`config.mk`:
```
export PLATFORM = sky130hd
export DESIGN_NAME = predriver_fault_supervisor
export DESIGN_NICKNAME = d
export VERILOG_FILES = /design/src/fault_sup_pkg.sv /design/src/fault_channel.sv /design/src/predriver_fault_supervisor.sv
export SDC_FILE = /design/constraint.sdc
export NUM_CORES = 1
export LEC_CHECK = 0
export ABC_AREA = 1
export BUFFER_PORTS_ARGS = -buffer_cell sky130_fd_sc_hd__buf_4
export CORE_MARGIN = 2
export CORE_UTILIZATION = 40
export CTS_CLUSTER_SIZE = 30
export DETAILED_ROUTE_END_ITERATION = 8
export PLACE_DENSITY = 0.56
export SYNTH_ARGS = -nofsm -noshare
export SYNTH_HDL_FRONTEND = slang
export SYNTH_SLANG_ARGS = --single-unit
export TNS_END_PERCENT = 100
```
`constraint.sdc`:
```
create_clock -name i_clk -period 1.6 [get_ports i_clk]
set_input_delay 0.16 -clock i_clk [delete_from_list [all_inputs] [get_ports i_clk]]
set_output_delay 0.16 -clock i_clk [all_outputs]
set_load 0.1 [all_outputs]
```
`src/fault_sup_pkg.sv`:
```
// Package with constants and carriers for the predriver fault supervisor
package fault_sup_pkg;
	// ==========================================================
	// Counts and timing
	localparam int CHANNELS = 4;
	localparam int CLK_MHZ = 100;
	localparam int FAULT_MASK_TIME_US = 60;
	localparam int SHORT_DEGLITCH_TIME_US = 8;
	localparam int RETRY_PERIOD_MS = 10;
	localparam int RETRY_PULSE_WIDTH_US = 68;
	localparam int FAULT_MASK_CYC = FAULT_MASK_TIME_US * CLK_MHZ;
	localparam int SHORT_DEGLITCH_CYC = SHORT_DEGLITCH_TIME_US * CLK_MHZ;
	localparam int RETRY_PERIOD_CYC = RETRY_PERIOD_MS * 1000 * CLK_MHZ;
	localparam int RETRY_PULSE_WIDTH_CYC = RETRY_PULSE_WIDTH_US * CLK_MHZ;
	localparam int CNT_W = 20;
	localparam logic [CNT_W-1:0] CNT_ZERO = 20'h00000;
	localparam logic [CNT_W-1:0] CNT_ONE = 20'h00001;
	// ==========================================================
	// Variants
	localparam logic VARIANT_LATCH = 1'h0;
	localparam logic VARIANT_RETRY = 1'h1;
	// ==========================================================
	// Channel states
	typedef enum logic [2:0] {
		CH_OFF_MASK,
		CH_OFF_WATCH,
		CH_ON_MASK,
		CH_ON_WATCH,
		CH_LATCHED,
		CH_RETRY
	} ch_state_t;
	// Per-channel command, drain sense and battery control inputs
	typedef struct packed {
		logic cmd_on;
		logic drain_high;
		logic inhibit;
		logic report_en;
	} ch_in_t;
	// Per-channel results
	typedef struct packed {
		logic gate_out;
		logic fault;
	} ch_out_t;
endpackage : fault_sup_pkg

```
`src/fault_channel.sv`:
```
// One channel of mask, deglitch, latch and retry logic
`timescale 1ns/1ps
`default_nettype none
module fault_channel #(
	parameter logic VARIANT = fault_sup_pkg::VARIANT_LATCH,
	parameter int MASK_CYC = fault_sup_pkg::FAULT_MASK_CYC,
	parameter int DEGLITCH_CYC = fault_sup_pkg::SHORT_DEGLITCH_CYC,
	parameter int RETRY_PERIOD_CYC = fault_sup_pkg::RETRY_PERIOD_CYC,
	parameter int RETRY_PULSE_CYC = fault_sup_pkg::RETRY_PULSE_WIDTH_CYC
) (
	input wire logic i_clk,
	input wire logic i_sys_rst,
	input wire fault_sup_pkg::ch_in_t i_ch,
	output var fault_sup_pkg::ch_out_t o_ch
);
	localparam int CW = fault_sup_pkg::CNT_W;
	localparam logic [CW-1:0] MASK_LAST = CW'(MASK_CYC - 1);
	localparam logic [CW-1:0] DG_LAST = CW'(DEGLITCH_CYC - 1);
	localparam logic [CW-1:0] RP_LAST = CW'(RETRY_PERIOD_CYC - 1);
	localparam logic [CW-1:0] RW_LAST = CW'(RETRY_PULSE_CYC - 1);

	fault_sup_pkg::ch_state_t state_r, state_nxt;
	logic [fault_sup_pkg::CNT_W-1:0] cnt_r, cnt_nxt;
	logic [fault_sup_pkg::CNT_W-1:0] dg_r, dg_nxt;
	logic fault_r, fault_nxt;

	// ==========================================================
	// Next state
	always_comb begin
		state_nxt = state_r;
		cnt_nxt = cnt_r + fault_sup_pkg::CNT_ONE;
		dg_nxt = fault_sup_pkg::CNT_ZERO;
		fault_nxt = fault_r;
		case (state_r)
			fault_sup_pkg::CH_OFF_MASK: begin
				// Open-load ignored in the blanking window
				fault_nxt = 1'b0; // [RULE_11]
				if (i_ch.cmd_on && !i_ch.inhibit) begin
					state_nxt = fault_sup_pkg::CH_ON_MASK; // [RULE_01]
					cnt_nxt = fault_sup_pkg::CNT_ZERO;
				end else if (cnt_r >= MASK_LAST) begin
					state_nxt = fault_sup_pkg::CH_OFF_WATCH;
				end
			end
			fault_sup_pkg::CH_OFF_WATCH: begin
				// Low drain while off means open load; live status only
				fault_nxt = !i_ch.drain_high && i_ch.report_en; // [RULE_10] [RULE_12] [RULE_15]
				cnt_nxt = cnt_r;
				if (i_ch.cmd_on && !i_ch.inhibit) begin
					state_nxt = fault_sup_pkg::CH_ON_MASK; // [RULE_01]
					cnt_nxt = fault_sup_pkg::CNT_ZERO;
					fault_nxt = 1'b0;
				end
			end
			fault_sup_pkg::CH_ON_MASK: begin
				fault_nxt = 1'b0;
				if (!i_ch.cmd_on || i_ch.inhibit) begin
					state_nxt = fault_sup_pkg::CH_OFF_MASK; // [RULE_11]
					cnt_nxt = fault_sup_pkg::CNT_ZERO;
				end else if (cnt_r >= MASK_LAST) begin
					state_nxt = fault_sup_pkg::CH_ON_WATCH; // [RULE_01]
				end
			end
			fault_sup_pkg::CH_ON_WATCH: begin
				cnt_nxt = cnt_r;
				// Deglitch restarts on any drop so only a steady short counts
				if (i_ch.drain_high && i_ch.report_en) begin
					dg_nxt = dg_r + fault_sup_pkg::CNT_ONE; // [RULE_03]
				end
				if (!i_ch.cmd_on || i_ch.inhibit) begin
					state_nxt = fault_sup_pkg::CH_OFF_MASK; // [RULE_11]
					cnt_nxt = fault_sup_pkg::CNT_ZERO;
				end else if (i_ch.drain_high && i_ch.report_en && dg_r >= DG_LAST) begin
					fault_nxt = 1'b1; // [RULE_02]
					cnt_nxt = fault_sup_pkg::CNT_ZERO;
					state_nxt = (VARIANT == fault_sup_pkg::VARIANT_RETRY) ?
						fault_sup_pkg::CH_RETRY : fault_sup_pkg::CH_LATCHED; // [RULE_04] [RULE_06]
				end
			end
			fault_sup_pkg::CH_LATCHED: begin
				cnt_nxt = cnt_r;
				// Only an off command releases the latch
				if (!i_ch.cmd_on) begin
					state_nxt = fault_sup_pkg::CH_OFF_MASK; // [RULE_05]
					cnt_nxt = fault_sup_pkg::CNT_ZERO;
					fault_nxt = 1'b0; // [RULE_05]
				end
			end
			fault_sup_pkg::CH_RETRY: begin
				if (cnt_r >= RP_LAST) begin
					cnt_nxt = fault_sup_pkg::CNT_ZERO; // [RULE_07]
				end
				if (!i_ch.cmd_on || i_ch.inhibit) begin
					state_nxt = fault_sup_pkg::CH_OFF_MASK; // [RULE_06]
					cnt_nxt = fault_sup_pkg::CNT_ZERO;
					fault_nxt = 1'b0;
				end else if (cnt_r == RW_LAST && !i_ch.drain_high) begin
					// Drain sampled at the end of each pulse decides recovery
					state_nxt = fault_sup_pkg::CH_ON_WATCH; // [RULE_08]
					fault_nxt = 1'b0; // [RULE_08]
				end
			end
			default: begin
				state_nxt = fault_sup_pkg::CH_OFF_MASK;
				cnt_nxt = fault_sup_pkg::CNT_ZERO;
			end
		endcase
	end

	always_ff @(posedge i_clk) begin
		if (i_sys_rst) begin
			state_r <= fault_sup_pkg::CH_OFF_MASK;
			cnt_r <= fault_sup_pkg::CNT_ZERO;
			dg_r <= fault_sup_pkg::CNT_ZERO;
			fault_r <= 1'b0;
		end else begin
			state_r <= state_nxt;
			cnt_r <= cnt_nxt;
			dg_r <= dg_nxt;
			fault_r <= fault_nxt;
		end
	end

	// Gate is registered by the top from this combinational view
	always_comb begin
		o_ch.fault = fault_r;
		case (state_r)
			fault_sup_pkg::CH_ON_MASK, fault_sup_pkg::CH_ON_WATCH: o_ch.gate_out = !i_ch.inhibit;
			// Pulse covers counts 0 up to and including the last pulse cycle
			fault_sup_pkg::CH_RETRY: o_ch.gate_out = (cnt_r <= RW_LAST) && !i_ch.inhibit; // [RULE_07]
			default: o_ch.gate_out = 1'b0; // [RULE_04]
		endcase
	end
endmodule : fault_channel
`default_nettype wire

```
`src/predriver_fault_supervisor.sv`:
```
// Top level: four fault channels, battery lockout and fault flag
// Operation
// RULE_01 - Gate turning on starts a 60 us mask ignoring short detection.
// RULE_02 - After mask, steady high drain sets fault bit and flag.
// RULE_03 - Short deglitch interval is 8 us.
// RULE_04 - Latching variant holds gate off after short until cleared.
// RULE_05 - Off then on command clears the latched short fault.
// RULE_06 - Retry variant pulses gate until short gone or commanded off.
// RULE_07 - Retry period 10 ms, pulse width 68 us.
// RULE_08 - Retry variant restores gate and clears bit once short gone.
// RULE_09 - One fault bit per channel 0 to 3, read serially.
// RULE_10 - Open load is checked only while the gate is off.
// RULE_11 - Gate turning off starts a 60 us mask ignoring open load.
// RULE_12 - After off mask, low drain sets fault bit and flag.
// RULE_13 - Over-battery forces all gates off; recovery is automatic.
// RULE_14 - Over-battery raises the flag but no fault word bit.
// RULE_15 - Battery faults suppress load fault reporting.
// RULE_16 - Under-battery forces gates off, flags, sets no bits.
// RULE_17 - Battery fault gone before chip-select falls is not captured.
// RULE_18 - Chip-select fall releases flag if no fault remains.
// RULE_19 - Chip-select fall captures present fault bits for shifting.
// RULE_20 - Controller should do one serial access after power-up.
// RULE_21 - Synchronous comparator inputs, counted intervals, variant parameter.
`timescale 1ns/1ps
`default_nettype none
module predriver_fault_supervisor #(
	parameter logic VARIANT = fault_sup_pkg::VARIANT_LATCH,
	parameter logic UV_LOCKOUT = 1'b1,
	parameter int MASK_CYC = fault_sup_pkg::FAULT_MASK_CYC,
	parameter int DEGLITCH_CYC = fault_sup_pkg::SHORT_DEGLITCH_CYC,
	parameter int RETRY_PERIOD_CYC = fault_sup_pkg::RETRY_PERIOD_CYC,
	parameter int RETRY_PULSE_CYC = fault_sup_pkg::RETRY_PULSE_WIDTH_CYC
) (
	input wire logic i_clk,
	input wire logic i_sys_rst,
	input wire logic [fault_sup_pkg::CHANNELS-1:0] i_cmd_on,
	input wire logic [fault_sup_pkg::CHANNELS-1:0] i_drain_sense,
	input wire logic i_bat_over,
	input wire logic i_bat_under,
	input wire logic i_cs_fall,
	output logic [fault_sup_pkg::CHANNELS-1:0] o_gate_out,
	output logic [fault_sup_pkg::CHANNELS-1:0] o_fault_bits,
	output logic [fault_sup_pkg::CHANNELS-1:0] o_fault_capture,
	output logic o_fault_flag_n_out,
	output logic o_fault_flag_n_oe
);
	localparam int N = fault_sup_pkg::CHANNELS;

	// ==========================================================
	// Battery lockout
	logic bat_fault;
	assign bat_fault = i_bat_over || (UV_LOCKOUT && i_bat_under); // [RULE_13] [RULE_16] [RULE_21]

	fault_sup_pkg::ch_in_t [N-1:0] ch_in;
	fault_sup_pkg::ch_out_t [N-1:0] ch_out;
	logic [N-1:0] gate_now;
	logic [N-1:0] fault_now;

	// ==========================================================
	// Channels
	genvar g;
	generate
		for (g = 0; g < N; g++) begin : g_ch
			assign ch_in[g].cmd_on = i_cmd_on[g];
			assign ch_in[g].drain_high = i_drain_sense[g];
			assign ch_in[g].inhibit = bat_fault; // [RULE_13] [RULE_16]
			assign ch_in[g].report_en = !bat_fault; // [RULE_15]
			assign gate_now[g] = ch_out[g].gate_out;
			assign fault_now[g] = ch_out[g].fault; // [RULE_09]
			fault_channel #(
				.VARIANT(VARIANT),
				.MASK_CYC(MASK_CYC),
				.DEGLITCH_CYC(DEGLITCH_CYC),
				.RETRY_PERIOD_CYC(RETRY_PERIOD_CYC),
				.RETRY_PULSE_CYC(RETRY_PULSE_CYC)
			) u_ch (
				.i_clk(i_clk),
				.i_sys_rst(i_sys_rst),
				.i_ch(ch_in[g]),
				.o_ch(ch_out[g])
			);
		end
	endgenerate

	// ==========================================================
	// Flag and capture
	logic [N-1:0] gate_r, gate_nxt;
	logic [N-1:0] bits_r, bits_nxt;
	logic [N-1:0] cap_r, cap_nxt;
	logic flag_r, flag_nxt;
	logic bat_seen_r, bat_seen_nxt;

	always_comb begin
		gate_nxt = gate_now;
		bits_nxt = fault_now; // [RULE_14]
		cap_nxt = cap_r;
		// Battery events stay flagged until a chip-select fall, set beats release
		bat_seen_nxt = bat_seen_r || bat_fault;
		if (i_cs_fall) begin
			cap_nxt = fault_now; // [RULE_19] [RULE_17]
			bat_seen_nxt = bat_fault; // [RULE_18]
		end
		flag_nxt = (|fault_now) || bat_seen_nxt; // [RULE_02] [RULE_12] [RULE_14] [RULE_18]
	end

	always_ff @(posedge i_clk) begin
		if (i_sys_rst) begin
			gate_r <= 4'h0;
			bits_r <= 4'h0;
			cap_r <= 4'h0;
			flag_r <= 1'b0;
			bat_seen_r <= 1'b0;
		end else begin
			gate_r <= gate_nxt;
			bits_r <= bits_nxt;
			cap_r <= cap_nxt;
			flag_r <= flag_nxt;
			bat_seen_r <= bat_seen_nxt;
		end
	end

	// Open drain: drive low only while flagged
	assign o_gate_out = gate_r;
	assign o_fault_bits = bits_r;
	assign o_fault_capture = cap_r;
	assign o_fault_flag_n_out = 1'b0;
	assign o_fault_flag_n_oe = flag_r;
endmodule : predriver_fault_supervisor
`default_nettype wire

```
==> impl_metrics.env <==
export IMPL_io_pins=27
export IMPL_worstSkewPairLatency_ps=440
export IMPL_synth_xor_area_share_pct=1.48
export IMPL_first_pass_iters=5
export IMPL_crit_fanout=6
export IMPL_cts_buffers=17
export IMPL_initial_core_util_pct=40.6
export IMPL_first_global_vias=11400
export IMPL_cts_sink_count=190
export IMPL_peakVddDrop_v=0.000591
export IMPL_ant_nets=0
export IMPL_hold_depth=5
export IMPL_pre_cts_ws_ps=-223
export IMPL_fp_dieArea_mm2=0.0295
export IMPL_end_kind="flip-flop"
export IMPL_synth_mux_area_share_pct=0
export IMPL_avgSynthCellArea_um2=6.24
export IMPL_grt_ovfl_total=0
export IMPL_path_class="reg -> reg"
export IMPL_rr_worst_depth=14
export IMPL_clockPowerShare_pct=25.1
export IMPL_p_switching_w=0.00704
export IMPL_hold_ws_ps=142
export IMPL_root_buffer="clkbuf_16"
export IMPL_port_buffer_count=25
export IMPL_drt_iter0_markers=557
export IMPL_clock_skew_ps=15.1
export IMPL_worstHoldPathType="in -> reg"
export IMPL_dp_hpwl_um=22200
export IMPL_ys_warn_count=0
export IMPL_drive_above_1_share_pct=37.9
export IMPL_cap_viol_max_count=0
export IMPL_worstPathArrival_ps=2130
export IMPL_drv_slew=0
export IMPL_grt_usage_pct=21.3
export IMPL_violations="negative setup slack"
export IMPL_rsz0062_at_grt="true"
export IMPL_cp_top_family="simple AND/OR/NAND/NOR gates"
export IMPL_grt_antenna_before_repair=0
export IMPL_place_gp_congestion=0.892
export IMPL_synth_async_sr_flop_share_pct=0
export IMPL_synth_simple_gate_area_share_pct=41.3
export IMPL_seq_power_share_pct=30.6
export IMPL_vias=12500
export IMPL_ys_types=56
export IMPL_p_int_w=0.0103
export IMPL_routed_wl_um=33500
export IMPL_seq_area_frac_synth_pct=33.8
export IMPL_crit_required_ps=1990
export IMPL_path_depth=14
export IMPL_post_route_period_util_pct=109
export IMPL_critPathBufInv=2
export IMPL_core_area_mm2=0.0277
export IMPL_clkTransAtPathRegs_ps=80
export IMPL_pwr_share_comb_pct=44.3
export IMPL_p_leak_nw=7.32
export IMPL_grt_max_degree=62
export IMPL_grt_pass1_wl_um=51900
export IMPL_drcViolationCount=0
export IMPL_fp_dieW_um=172
export IMPL_num_nets_final=2122
export IMPL_status="complete, but fails checks"
export IMPL_slowest_stage="dfxtp_2"
export IMPL_p_sw_share_pct=40.6
export IMPL_total_power_w=0.0173
export IMPL_synth_top_family_by_area="simple AND/OR/NAND/NOR gates"
export IMPL_clock_fmax_mhz=573
export IMPL_crit_path_start_kind="flip-flop"
export IMPL_cts_buffer_depth=2
export IMPL_die_h_um=172
export IMPL_htreeDepth=4
export IMPL_cts_tree="yes"
export IMPL_area_growth_pct=48.4
export IMPL_power_density_mw_per_mm2=1040
export IMPL_insertedDiodeCount=0
export IMPL_setup_ws_ps=-145
export IMPL_routedWlPerCell_um=13.4
export IMPL_synth_cells=1803
export IMPL_cpPeakStageDelay_ps=370
export IMPL_finalSetupViolCount=71
export IMPL_synthAdderAreaFrac_pct=0.890
export IMPL_synth_edff_count=0
export IMPL_finalHoldViolations=0
export IMPL_row_count=61
export IMPL_viasPerCell=5.00
export IMPL_synth_compound_area_share_pct=12.2
export IMPL_crit_chain="ha_4 > nand2_4 > inv_4 > nand2_4 > nand2_2 > nand2_2 > nand2_4 > nand2_4 > a21oi_4 > buf_6 > nand3_4 > nand2_2 > nand2_2 > nor2_4"
export IMPL_mappedNetlistArea_mm2=0.0112
export IMPL_synthFlopType="dfxtp_1"
export IMPL_ys_ff_latch=190
export IMPL_min_period_ps=1750
export IMPL_syn_nets=1824
-- cells in the final DEF, fill, tap and decap left out, types with 17 or more instances in the layout --
cell,count
a21oi_1,86
a21oi_2,48
buf_4,259
buf_6,38
clkbuf_16,20
dfxtp_1,141
dfxtp_2,40
inv_1,223
inv_2,23
nand2_1,348
nand2_2,77
nand2_4,57
nand3_1,88
nand3_2,22
nand3_4,20
nand4_1,63
nor2_1,206
nor2_2,38
nor2_4,40
nor3_1,35
o21ai_0,44
o21ai_1,17
o21ai_2,20
-- power by group through the flow --
stage,clock [W],sequential [W],combinational [W]
finish,0.00436,0.00530,0.00768
global route,0.00466,0.00534,0.00833
CTS,0.00448,0.00525,0.00625
detailed placement,0,0.00531,0.00554
global placement,0,0.00531,0.00551
floorplan,0,0.00553,0.00339
-- final timing paths --
check | endpoint | startpoint | slack (ps)
max | g_ch[0].u_ch.cnt_r[19] | g_ch[0].u_ch.dg_r[0] | -150
min | g_ch[1].u_ch.fault_r | i_cmd_on[1] | 140
max reg2reg | g_ch[0].u_ch.cnt_r[19] | g_ch[0].u_ch.dg_r[0] | -150
min reg2reg | g_ch[0].u_ch.dg_r[5] | g_ch[0].u_ch.dg_r[5] | 460
-- metrics by stage --
stage	setup TNS, ps	util [%]	cells	area (um^2)
global placement	-6530	48.6	2397	13500
global route	-14140	60.2	2492	16700
finish	-4300	60.2	2492	16700
floorplan	0	-	1803	11300
detailed placement	-10450	48.6	2397	13500
CTS	-998	53.8	2460	14900
-- metal layers --
layer  vias up  GRT usage, %  routed length, um
met4         0          4.75                393
met2       230          37.2              16800
met1      5766          27.5              15100
met5         -             0                  0
li1       6422             -                  -
met3        34          3.34               1190
-- tightest hold or removal path: stages --
cell and delay, ps:
buf_4 110, nand3_1 70, nand2_1 60, a21oi_1 60, nor2_1 80
-- cells in the mapped netlist (2+ instances only) --
library cell / number / area [um^2]
buf_4: 9 / 67.6
nand3b_1: 2 / 15.0
buf_6: 2 / 22.5
nor3b_1: 5 / 37.5
or2_2: 6 / 37.5
nand3_1: 125 / 626
nor3_2: 11 / 110
nand2_1: 465 / 1750
a211oi_1: 4 / 30.0
xnor2_1: 4 / 35.0
nand2_4: 5 / 56.3
a31oi_1: 4 / 25.0
nor2_2: 19 / 119
or2_0: 3 / 18.8
a41oi_1: 3 / 26.3
o22ai_1: 3 / 18.8
o21ai_1: 7 / 35.0
buf_2: 10 / 50.1
inv_1: 235 / 882
clkbuf_1: 14 / 52.6
nor3_1: 46 / 230
and3_1: 3 / 18.8
xor2_1: 15 / 131
dfxtp_1: 190 / 3800
ha_1: 8 / 100
nand3_2: 4 / 40.0
inv_2: 19 / 71.3
nor4_1: 5 / 31.3
nor2_4: 5 / 56.3
o21bai_1: 4 / 30.0
nor2_1: 260 / 976
o21ai_0: 73 / 365
a21oi_1: 134 / 671
nand4_1: 63 / 394
o21a_1: 3 / 22.5
nand2_2: 15 / 93.8
-- repair_timing --
| item | CTS | global route |
|---|---|---|
| hold buffers | 1 | 0 |
| hold endpoints to repair | 4 | 0 |
| setup endpoints to repair | 119 | 133 |
| pin swaps | 67 | 186 |
| setup buffers | 27 | 35 |
| resized for setup | 167 | 431 |
| gates cloned | 3 | 6 |
-- flip-flops by register name (all words and copies together), names as in the netlist --
signal	cells
g_ch.u_ch.fault_r	4
bat_seen_r	1
g_ch.u_ch.state_r	12
o_gate_out	4
g_ch.u_ch.cnt_r	80
o_fault_capture	4
o_fault_flag_n_oe	1
g_ch.u_ch.dg_r	80
o_fault_bits	4
-- cell families after synthesis --
logic type      Yosys count
fa+ha+maj                 8
simple gates           1046
xor+xnor                 19
flops                   190
other cells               1
compound gates          248
buf+inv                 291
-- layout make-up --
cell class,count,area [um^2]
inverters,256,1010
clock buffers,17,425
multi-input cells,1325,8080
flip-flops and latches,190,3890
fillers,2513,11000
clock inverters,15,170
well taps,378,473
repair buffers,310,2640
repair inverters,1,6.26
Power figures use the tool's default switching activity.
